[config.mk]
export PLATFORM = sky130hd
export DESIGN_NAME = sar_converter_end_flat
export DESIGN_NICKNAME = d
export VERILOG_FILES = /design/src/hdl/sar_link_pkg.sv /design/src/hdl/sar_link_if.sv /design/src/hdl/sar_converter_end.sv /design/src/flat_wrapper.sv
export VERILOG_INCLUDE_DIRS = /design/src /design/src/hdl
export SDC_FILE = /design/constraint.sdc
export NUM_CORES = 1
export LEC_CHECK = 0
export BUFFER_PORTS_ARGS = -buffer_cell sky130_fd_sc_hd__clkbuf_2
export CORE_MARGIN = 2
export CORE_UTILIZATION = 40
export DETAILED_ROUTE_END_ITERATION = 12
export SLEW_MARGIN = 30
export SYNTH_ARGS = -nofsm -noshare
export SYNTH_HDL_FRONTEND = slang
export SYNTH_SLANG_ARGS = --single-unit
[constraint.sdc]
create_clock -name clk -period 2.94 [get_ports clk]
set_clock_uncertainty 0.1 [all_clocks]
set_input_delay 0.294 -clock clk [delete_from_list [all_inputs] [get_ports clk]]
set_output_delay 0.294 -clock clk [all_outputs]
set_load 0.005 [all_outputs]
[src/hdl/sar_link_defines.svh]
`ifndef SAR_LINK_DEFINES_SVH
`define SAR_LINK_DEFINES_SVH

// result width and clock
`define RESULT_BITS         18
`define CLK_PERIOD_NS       8

// longest conversion time and its cycle count, rounded up
`define CONV_TIME_MAX_NS    1600
`define CONV_CYCLES         ((`CONV_TIME_MAX_NS + `CLK_PERIOD_NS - 1) / `CLK_PERIOD_NS)

// host margin over pin synchroniser latency
`define SYNC_MARGIN_CYCLES  8

// host serial clock made by a divider
`define SCK_PERIOD_NS       160
`define SCK_HALF_CYCLES     (`SCK_PERIOD_NS / (2 * `CLK_PERIOD_NS))

// select line setup before conversion start rises
`define SETUP_CYCLES        4

`endif

[src/hdl/sar_link_pkg.sv]
package sar_link_pkg;

    typedef enum logic [1:0] {
        MODE_THREE_WIRE,
        MODE_FOUR_WIRE,
        MODE_CHAIN
    } link_mode_e;

    typedef enum logic {
        DEV_ACQUIRE,
        DEV_CONVERT
    } dev_state_e;

    typedef enum logic [2:0] {
        HOST_IDLE,
        HOST_ARM,
        HOST_CONVERT,
        HOST_SELECT,
        HOST_SCK_HIGH,
        HOST_SCK_LOW,
        HOST_DONE
    } host_state_e;

endpackage : sar_link_pkg

[src/hdl/sar_link_if.sv]
interface sar_link_if;
    // driven by the host
    logic conversion_start;
    logic sck;
    logic select_or_chain_input;
    // three-state serial output of the converter
    logic result_serial_output;
    logic result_serial_oe;
    // line level seen by the host; undriven line modelled as a low keeper
    logic result_line;

    assign result_line = result_serial_oe ? result_serial_output : 1'b0;

    modport converter (
        input  conversion_start,
        input  sck,
        input  select_or_chain_input,
        output result_serial_output,
        output result_serial_oe
    );

    modport host (
        output conversion_start,
        output sck,
        output select_or_chain_input,
        input  result_line
    );
endinterface : sar_link_if

[src/hdl/sar_converter_end.sv]
// Overview of operation
// conversion start rise latches select line mode
// host waits longest conversion before readback
// three-wire: start converts, select mode, release output
// after conversion, acquire and power down
// three-wire: start low shows first result bit
// each sck fall shifts next bit, msb first
// bits stay valid across both sck edges
// three-wire: release at 18th fall or start rise
// four-wire: host holds start high throughout
// select and start low drive output low
// host raises select before shortest conversion ends
// four-wire: select low shows first result bit
// four-wire: release at 18th fall or select rise
// start rise, sck and input low: chain
// chain: host holds start high through readback
// chain: msb shown when conversion completes
// chain: serial input shifts in each fall
// host gives 18 times N sck cycles
// host keeps sck still during conversion
`include "sar_link_defines.svh"

module sar_converter_end
    import sar_link_pkg::*;
#(
    parameter int RESULT_BITS = `RESULT_BITS,
    parameter int CONV_CYCLES = `CONV_CYCLES
) (
    // clock and reset
    input  wire logic                   clk,
    input  wire logic                   reset,
    // link pins
    sar_link_if.converter               link,
    // user side: value to convert and status
    input  wire logic [RESULT_BITS-1:0] sample_data,
    output logic                        converting,
    output logic                        powered_down,
    output logic                        chain_mode
);

    localparam int CNT_W = $clog2(CONV_CYCLES + 1);
    localparam int BIT_W = $clog2(RESULT_BITS + 1);
    localparam logic [CNT_W-1:0] CONV_LAST = CNT_W'(CONV_CYCLES - 1);
    localparam logic [BIT_W-1:0] BIT_LAST  = BIT_W'(RESULT_BITS - 1);

    // pin synchronisers: bit 0 start, bit 1 sck, bit 2 select/chain input
    logic [2:0] meta_reg;
    logic [2:0] pin_reg;
    logic [2:0] prev_reg;
    logic [2:0] meta_next;
    logic [2:0] pin_next;
    logic [2:0] prev_next;

    always_comb begin
        meta_next = {link.select_or_chain_input, link.sck, link.conversion_start};
        pin_next  = meta_reg;
        prev_next = pin_reg;
    end

    always_ff @(posedge clk) begin
        if (reset) begin
            meta_reg <= 3'h0;
            pin_reg  <= 3'h0;
            prev_reg <= 3'h0;
        end else begin
            meta_reg <= meta_next;
            pin_reg  <= pin_next;
            prev_reg <= prev_next;
        end
    end

    logic start_q;
    logic sel_q;
    logic start_rise;
    logic sck_fall;

    assign start_q    = pin_reg[0];
    assign sel_q      = pin_reg[2];
    assign start_rise = pin_reg[0] & ~prev_reg[0];
    assign sck_fall   = ~pin_reg[1] & prev_reg[1];

    // conversion and readout state
    dev_state_e             state_reg;
    dev_state_e             state_next;
    logic                   chain_reg;
    logic                   chain_next;
    logic                   ready_reg;
    logic                   ready_next;
    logic                   reading_reg;
    logic                   reading_next;
    logic [RESULT_BITS-1:0] shift_reg;
    logic [RESULT_BITS-1:0] shift_next;
    logic [BIT_W-1:0]       bit_cnt_reg;
    logic [BIT_W-1:0]       bit_cnt_next;
    logic [CNT_W-1:0]       conv_cnt_reg;
    logic [CNT_W-1:0]       conv_cnt_next;
    logic                   read_open;

    // select-mode window: start low (three-wire) or select low (four-wire)
    assign read_open = ~start_q | ~sel_q;

    always_comb begin
        state_next    = state_reg;
        chain_next    = chain_reg;
        ready_next    = ready_reg;
        reading_next  = reading_reg;
        shift_next    = shift_reg;
        bit_cnt_next  = bit_cnt_reg;
        conv_cnt_next = conv_cnt_reg;
        if (start_rise) begin
            // a start edge always restarts, even mid readout
            state_next    = DEV_CONVERT;
            chain_next    = ~sel_q;
            shift_next    = sample_data;
            ready_next    = 1'b0;
            reading_next  = 1'b0;
            bit_cnt_next  = '0;
            conv_cnt_next = '0;
        end else begin
            unique case (state_reg)
                DEV_CONVERT: begin
                    if (conv_cnt_reg == CONV_LAST) begin
                        state_next = DEV_ACQUIRE;
                        ready_next = 1'b1;
                    end else begin
                        conv_cnt_next = conv_cnt_reg + 1'b1;
                    end
                end
                DEV_ACQUIRE: begin
                    if (ready_reg && chain_reg) begin
                        if (!start_q) begin
                            ready_next = 1'b0;
                        end else if (sck_fall) begin
                            shift_next = {shift_reg[RESULT_BITS-2:0], sel_q};
                        end
                    end else if (ready_reg) begin
                        if (reading_reg) begin
                            if (!read_open) begin
                                // one read per conversion; closing the window ends it
                                reading_next = 1'b0;
                                ready_next   = 1'b0;
                            end else if (sck_fall) begin
                                shift_next   = {shift_reg[RESULT_BITS-2:0], 1'b0};
                                bit_cnt_next = bit_cnt_reg + 1'b1;
                                if (bit_cnt_reg == BIT_LAST) begin
                                    reading_next = 1'b0;
                                    ready_next   = 1'b0;
                                end
                            end
                        end else if (read_open) begin
                            reading_next = 1'b1;
                            bit_cnt_next = '0;
                        end
                    end
                end
            endcase
        end
    end

    always_ff @(posedge clk) begin
        if (reset) begin
            state_reg    <= DEV_ACQUIRE;
            chain_reg    <= 1'b0;
            ready_reg    <= 1'b0;
            reading_reg  <= 1'b0;
            shift_reg    <= '0;
            bit_cnt_reg  <= '0;
            conv_cnt_reg <= '0;
        end else begin
            state_reg    <= state_next;
            chain_reg    <= chain_next;
            ready_reg    <= ready_next;
            reading_reg  <= reading_next;
            shift_reg    <= shift_next;
            bit_cnt_reg  <= bit_cnt_next;
            conv_cnt_reg <= conv_cnt_next;
        end
    end

    // output pin and status, registered from next values
    logic out_reg;
    logic out_next;
    logic oe_reg;
    logic oe_next;
    logic converting_reg;
    logic powered_down_reg;
    logic chain_mode_reg;

    always_comb begin
        out_next = 1'b0;
        oe_next  = 1'b0;
        if (state_next == DEV_ACQUIRE && ready_next && chain_next) begin
            out_next = shift_next[RESULT_BITS-1];
            oe_next  = 1'b1;
        end else if (reading_next) begin
            // bit held until the next fall, so both sck edges see it
            out_next = shift_next[RESULT_BITS-1];
            oe_next  = 1'b1;
        end else if (!start_q && !sel_q && !start_rise) begin
            oe_next = 1'b1;
        end
    end

    always_ff @(posedge clk) begin
        if (reset) begin
            out_reg          <= 1'b0;
            oe_reg           <= 1'b0;
            converting_reg   <= 1'b0;
            powered_down_reg <= 1'b1;
            chain_mode_reg   <= 1'b0;
        end else begin
            out_reg          <= out_next;
            oe_reg           <= oe_next;
            converting_reg   <= (state_next == DEV_CONVERT);
            powered_down_reg <= (state_next == DEV_ACQUIRE);
            chain_mode_reg   <= chain_next;
        end
    end

    assign link.result_serial_output = out_reg;
    assign link.result_serial_oe     = oe_reg;
    assign converting                = converting_reg;
    assign powered_down              = powered_down_reg;
    assign chain_mode                = chain_mode_reg;

endmodule : sar_converter_end

[src/flat_wrapper.sv]
// flat-port wrapper written by rule: the top's interface ports become plain ports
module sar_converter_end_flat import sar_link_pkg::*;
#(
    parameter int RESULT_BITS = `RESULT_BITS,
    parameter int CONV_CYCLES = `CONV_CYCLES
)
  (clk, reset, sample_data, converting, powered_down, chain_mode, link_conversion_start, link_sck, link_select_or_chain_input, link_result_serial_output, link_result_serial_oe);
  sar_link_if link_i ();
  input  wire logic clk;
  input  wire logic reset;
  input  wire logic [RESULT_BITS-1:0] sample_data;
  output logic converting;
  output logic powered_down;
  output logic chain_mode;
  input wire logic [$bits(link_i.conversion_start)-1:0] link_conversion_start;
  input wire logic [$bits(link_i.sck)-1:0] link_sck;
  input wire logic [$bits(link_i.select_or_chain_input)-1:0] link_select_or_chain_input;
  output wire logic [$bits(link_i.result_serial_output)-1:0] link_result_serial_output;
  output wire logic [$bits(link_i.result_serial_oe)-1:0] link_result_serial_oe;
  assign link_i.conversion_start = link_conversion_start;
  assign link_i.sck = link_sck;
  assign link_i.select_or_chain_input = link_select_or_chain_input;
  assign link_result_serial_output = link_i.result_serial_output;
  assign link_result_serial_oe = link_i.result_serial_oe;
  sar_converter_end #(.RESULT_BITS(RESULT_BITS), .CONV_CYCLES(CONV_CYCLES)) u_core (.clk(clk), .reset(reset), .link(link_i), .sample_data(sample_data), .converting(converting), .powered_down(powered_down), .chain_mode(chain_mode));
endmodule
==> results by group, run 1 <==
Yosys
  – XOR/XNOR share of the synthesized area: under 10%
  – Mux share of post-synthesis cell area: 10.1%
  – Synth top area cells: dfxtp_1 (46%), mux2i_1 (9.5%), a21oi_1 (5.3%)
  – Count leader, synth: dfxtp_1
  – Register area share after synthesis: 46.1%
  – Largest family of logic cells by synthesized area: compound AO/OA/AOI/OAI gates
  – Area share of the largest cell type after synthesis: between 40% and 50%
  – Avg Cell Area, Syn: around 9.6 sq um
  – Asr flop ratio synth: 0%
  – Compound-cell area share of the yosys netlist: 18.2%
  – Netlist cell types: 39
  – Simple-Gate Fraction of Synth Area: 16.5%
  – Prevailing post-synth register cell: dfxtp_1
  – Dominant cell type by area after synthesis: dfxtp_1
  – Synth top cells by count: dfxtp_1 (46), a21oi_1 (21), mux2i_1 (19), nor2_1 (19), o21ai_0 (19)
  – Post-Synth Adder-Cell Area: 1.88%
  – FF+latch count, synth: 46
  – EDFF count, synth: 0
  – Post-Synthesis Cells: 209
  – Post-synthesis instance area: 0.00200 sq mm
  – Syn nets: 235
  – Synth Warn #: 0

Setup path
  – Worst Path Max Fanout: 4
  – Reg2Reg Capture Point: u_core.link.result_serial_output
  – Critical path arrival: 1.92 ns
  – Worst-case reg-to-reg path depth: 5
  – Crit. End Element: flip-flop
  – Worst r2r src: u_core.bit_cnt_reg[0]
  – CP Launch Type: flip-flop
  – CP Class: flip-flop to flip-flop
  – R2r setup slk: between 1 and 1.5 ns
  – Req. time, crit path: 3.01 ns

STA
  – Setup ws final: roughly 1.1 ns
  – Period utilisation layout: roughly 63%
  – Final Max Tran Viols: 0
  – Slew headroom: approximately 64%
  – Hold Slack: 0.113 ns
  – Fmax: 0.542 GHz
  – Final hold vios: 0
  – Finish-stage setup viols: 0
  – Setup TNS: 0 ns
  – Worst Max-Slew Pin Slew: 0.534 ns
  – Unrepaired setup endpoints after global routing: no
  – Crit path time final: 1.85 ns

Clocking
  – Hold-fix buffers, CTS: 0
  – CTS H-Tree Depth: 2
  – Post-CTS setup buffers: 0
  – PostCTS Resize Cnt: 0
  – CTS sink cnt: 46
  – Worst-Skew Late Latency: 0.30 ns
  – Root Buffer: clkbuf_8
  – Register clock-pin slew on the reported worst setup and hold paths: 0.08 ns
  – CTS tree: done
  – Num CTS Buffers: 5
  – Max Buffers Root-to-Sink: 2

Floorplan
  – Core Region: ~0.0048 sq mm
  – Die area: between 0.005 and 0.006 sq mm
  – Initial Utilization: 41.8%
  – Row count: 25
  – DIE HEIGHT: 74.7 um
  – Width of the die: 74.7 um
  – I/O pins: 28

Min path
  – Worst Hold Launch: link_sck
  – Cell depth of the worst hold path: 2
  – Hold Path Sink: u_core.meta_reg[1]
  – Min-delay worst type: input port to flip-flop

Drt
  – First drt pass iteration count: 4
  – DR vias: 1479
  – First DRT Iteration DRCs: 90
  – DRC viols: 0
  – Routed WL: 3.58 mm
  – Antenna Nets Post-Route: 0
  – Vias per cell: around 5
  – DR WL/cell: 11.8 um

Layout
  – Layout cells sized above 1: 19.9%
  – Max reg flops: 18
  – Nets: 261
  – Area growth syn-to-layout: 14.1%
  – Number of inserted diodes: 0

GRT
  – Vias in the first global route: between 1k and 1.5k
  – Grt total ovfl: 0
  – First-pass GRT wire length: 6.22 mm
  – Largest net degree at the start of global routing: 40
  – Initial antenna violation count: 0
  – Tot GR Track Use: 14.8%

Place
  – Placer Congestion: a little over 0.7
  – IO buf count: 27
  – Pre-CTS setup slack: 1.13 ns
  – DP HPWL: 2.42 mm

Outcome
  – Outcome: finished clean

Power
  – Leak Pwr: 0.999 nW
  – Power Total: 1.16 mW
  – Cell area power density: about 510 mW/mm^2
  – Max VDD drop: 283 uV

Run
  – Max-cap viol count: 0
-- cells by family (layout without fill, tap and decap cells) --
kind of cell             count (synthesis)  in the layout
XOR/XNOR                                 8              8
AO/OA/AOI/OAI                           57             57
multiplexers                            20             20
buffers and inverters                   17             44
adder cells (fa/ha/maj)                  3              3
AND/OR/NAND/NOR                         58             58
flip-flops                              46             46
-- how the worst max path moves through the flow --
stage / start / end / slack (ns) / cells past startpoint
after floorplan: u_core.bit_cnt_reg[1] / u_core.link.result_serial_output / 1.29 / 6
final: u_core.bit_cnt_reg[0] / u_core.link.result_serial_output / 1.09 / 5
after global placement: reset / u_core.link.result_serial_output / 1.17 / 4
after detailed placement: reset / u_core.link.result_serial_oe / 1.13 / 4
after CTS: u_core.bit_cnt_reg[0] / u_core.link.result_serial_output / 1.09 / 5
after global routing: u_core.bit_cnt_reg[0] / u_core.link.result_serial_oe / 0.87 / 5
-- routing by layer --
layer  up-vias  wire length (um)  share of wire, %  track usage [%]
li1        793                 -                 -                -
met1       649              1800                50             19.9
met2        30              1540                43             21.8
met3         7               159               4.4             4.55
met4         0                74               2.1             6.55
met5         -                 0                 0                0
-- placed cells by master, fill, tap and decap left out, drive strengths merged, types with 2 or more instances in the layout --
cell type  count
dfxtp         46
clkbuf        34
a21oi         21
o21ai         20
mux2i         19
nor2          19
nor2b         13
xor2           8
inv            7
nand3          7
o211ai         5
and3           4
nand2b         3
nand2          3
ha             3
o2111ai        3
or3            2
buf            2
and4           2
-- metrics by stage --
stage / instance area [sq um] / instances / utilization, %
floorplan: 2000 / 209 / -
global placement: 2190 / 295 / 45.8
detailed placement: 2190 / 295 / 45.8
CTS: 2280 / 303 / 47.7
global route: 2280 / 303 / 47.7
finish: 2280 / 303 / 47.7
-- area by class of cell --
class                   count  area (sq um)
inverters                   7          26.3
well taps                  67          83.8
repair buffers             29           150
fillers                   486          2500
clock inverters             1          5.00
multi-input cells         146          1010
flip-flops and latches     46           921
clock buffers               7          86.3
-- report_power, final --
group          switching [mW]  total, mW  internal [mW]
combinational          0.0515     0.0972         0.0457
clock                   0.209      0.399          0.190
sequential             0.0189      0.666          0.647
total                   0.280       1.16          0.883
-- worst max-delay path, cell delays in order (launching register included) --
cell and delay (ns):
dfxtp_1 0.41, ha_1 0.17, nor4bb_1 0.40, nand3_1 0.13, a31oi_1 0.38, a211oi_2 0.13
No activity file was read; power rests on OpenSTA's default activity.
==> run 2, diff against run 1 <==
--- a/config.mk
+++ b/config.mk
@@ -6,6 +6,7 @@
 export SDC_FILE = /design/constraint.sdc
 export NUM_CORES = 1
 export LEC_CHECK = 0
+export ABC_AREA = 1
 export BUFFER_PORTS_ARGS = -buffer_cell sky130_fd_sc_hd__clkbuf_2
 export CORE_MARGIN = 2
 export CORE_UTILIZATION = 40
==> constraint.sdc (replaced) <==
create_clock -name clk -period 1.9 [get_ports clk]
set_clock_uncertainty 0.1 [all_clocks]
set_input_delay 0.19 -clock clk [delete_from_list [all_inputs] [get_ports clk]]
set_output_delay 0.19 -clock clk [all_outputs]
set_load 0.005 [all_outputs]
==> results by group, run 2 <==
Drt
  – DR WL/cell: 10.6 um
  – First DRT Iteration DRCs: 56
  – Routed WL: 4.30 mm
  – DR vias: 1894
  – Antenna Nets Post-Route: 0
  – Vias per cell: 4.65
  – First drt pass iteration count: 4
  – DRC viols: 0

Setup path
  – Critical path buffer and inverter count: 1
  – Worst-case reg-to-reg path depth: 9
  – Req. time, crit path: between 2 and 2.5 ns
  – Crit. End Element: flip-flop
  – Crit path max-delay family: simple AND/OR/NAND/NOR gates
  – Crit path max-delay cell type: dfxtp_1
  – Critical path arrival: 1.72 ns
  – CP Launch Type: flip-flop
  – Worst Path Max Fanout: 9
  – CP Class: flip-flop to flip-flop
  – Crit-path cells: ha_1 -> inv_1 -> nor2_1 -> nand2_1 -> nand2_1 -> nand2_1 -> nor2_1 -> nand2_1 -> a21oi_1
  – Critical path depth: 9
  – CP dominant cell by count: nand2_1
  – Worst path max stage delay: 0.36 ns

Yosys
  – Compound-cell area share of the yosys netlist: 7.01%
  – Avg Cell Area, Syn: roughly 7.0 sq um
  – Prevailing post-synth register cell: dfxtp_1
  – Synth top area cells: dfxtp_1 (43%), nand2_1 (11%), nand3_1 (9.1%)
  – FF+latch count, synth: 46
  – Asr flop ratio synth: 0%
  – Post-synthesis instance area: 0.00214 sq mm
  – Syn nets: 330
  – Largest family of logic cells by synthesized area: simple AND/OR/NAND/NOR gates
  – Synth top cells by count: nand2_1 (61), dfxtp_1 (46), inv_1 (45)
  – Post-Synthesis Cells: 304
  – Simple-Gate Fraction of Synth Area: 35.3%
  – Area share of the largest cell type after synthesis: 43.0%
  – Mux share of post-synthesis cell area: 0%
  – Post-Synth Adder-Cell Area: 1.75%
  – Dominant cell type by area after synthesis: dfxtp_1
  – XOR/XNOR share of the synthesized area: 1.64%
  – Register area share after synthesis: between 40% and 50%
  – Netlist cell types: 27
  – Count leader, synth: nand2_1
  – EDFF count, synth: 0
  – Synth Warn #: 0

Run
  – Max-cap viol count: 0

STA
  – Worst Max-Slew Pin Slew: approximately 0.50 ns
  – Final Max Tran Viols: 0
  – Fmax: 0.629 GHz
  – Period utilisation layout: a little over four fifths
  – Finish-stage setup viols: 0
  – Crit path time final: 1.59 ns
  – Slew headroom: between 60% and 70%
  – Final hold vios: 0
  – Hold Slack: slightly above 0.05 ns
  – Setup TNS: 0 ns
  – Unrepaired setup endpoints after global routing: no

GRT
  – First-pass GRT wire length: 7.37 mm
  – GRT met3 Usage: 3.88%
  – Vias in the first global route: between 1.5k and 2k
  – Largest net degree at the start of global routing: 35
  – Initial antenna violation count: 0
  – Met2 GRT Util: 22.3%
  – GRT Max-Usage Layer: met2
  – Grt total ovfl: 0
  – Met1 usage: 21.1%
  – Tot GR Track Use: 15.3%

Floorplan
  – Core Region: 0.00514 sq mm
  – I/O pins: 28
  – Width of the die: 77.2 um
  – DIE HEIGHT: 77.2 um
  – Initial Utilization: 41.7%
  – Row count: 26
  – Die area: 0.00596 sq mm

Power
  – Max VDD drop: 470 uV
  – Cell area power density: around 750 mW/mm^2
  – Leak Pwr: 1.17 nW

Layout
  – Commonest cells after routing, fill and taps aside: nand2_1 (61), dfxtp_1 (46), inv_1 (45), nand3_1 (39), nor2_1 (31)
  – Layout cells sized above 1: 15.4%
  – Fin area: about 0.0025 sq mm
  – Commonest non-fill, non-tap cell in the layout: nand2_1
  – Post-layout util: 48.3%
  – Nets: 362
  – Area growth syn-to-layout: 15.9%
  – Max reg flops: 18
  – Non-Filler Instances: 407
  – Number of inserted diodes: 0

Clocking
  – PostCTS Resize Cnt: 0
  – Worst-Skew Late Latency: approximately 0.30 ns
  – Post-CTS setup buffers: 0
  – Root Buffer: clkbuf_8
  – Max Buffers Root-to-Sink: 2
  – CTS tree: done
  – CTS sink cnt: 46
  – CTS H-Tree Depth: 2
  – Num CTS Buffers: 5
  – Register clock-pin slew on the reported worst setup and hold paths: 0.08 ns

Outcome
  – Outcome: finished clean

Min path
  – Cell depth of the worst hold path: 3
  – Min-delay worst type: input port to flip-flop

Place
  – Placer Congestion: 0.787
  – DP HPWL: 3.16 mm
  – Placed Area: 0.00234 sq mm
  – IO buf count: 27
  – Placed Cells incl. Taps: just under 400
-- run 2: final cells by class --
type / instances / area [sq um]
repair buffers: 35 / 203
clock buffers: 5 / 68.8
well taps: 70 / 87.6
fillers: 530 / 2660
multi-input cells: 199 / 980
flip-flops and latches: 46 / 921
inverters: 49 / 184
clock inverters: 3 / 40.0
-- run 2: cells by family after synthesis --
family / Yosys count
AOI/OAI and AO/OA: 28
DFF: 46
adders and majority gates: 3
buffers and inverters: 59
and+or+nand+nor: 164
xor gates and xnor gates: 4
-- run 2: what timing repair did --
action | in CTS | in global routing
hold buffers | 3 | 0
hold endpoints to repair | 3 | 0
setup endpoints to repair | 0 | 0
-- run 2: worst reg2reg max path, delay by kind of cell (launching register included) --
kind            cells  cell delay (ns)
simple gates        6             0.64
flops               1             0.36
fa+ha+maj           1             0.22
compound gates      1             0.15
buf+inv             1             0.05
-- run 2: final timing paths --
check | startpoint | to | slack, ns
hold / removal | sample_data[17] | u_core.shift_reg[17] | 0.05
setup / recovery | u_core.conv_cnt_reg[0] | u_core.link.result_serial_oe | 0.31
hold reg to reg | u_core.meta_reg[1] | u_core.pin_reg[1] | 0.30
setup reg to reg | u_core.conv_cnt_reg[0] | u_core.link.result_serial_oe | 0.31
-- run 2: power breakdown --
| part | internal (mW) | leakage (nW) | switching [mW] | total, mW |
|---|---|---|---|---|
| registers | 0.992 | 0.374 | 0.0175 | 1.01 |
| clock network | 0.387 | 0.0579 | 0.327 | 0.714 |
| logic | 0.0556 | 0.738 | 0.0772 | 0.133 |
| total | 1.43 | 1.17 | 0.421 | 1.86 |
-- run 2: through the flow --
step	setup WS (ns)	power, mW
floorplan	0.502	1.11
global placement	0.350	1.16
detailed placement	0.323	1.16
CTS	0.292	1.88
global route	0.0632	1.94
finish	0.309	1.86
-- run 2: per-layer routing --
layer	up-vias	part of all wire, %
li1	1039	-
met1	809	54
met2	38	41
met3	8	4.0
met4	0	1.7
met5	-	0
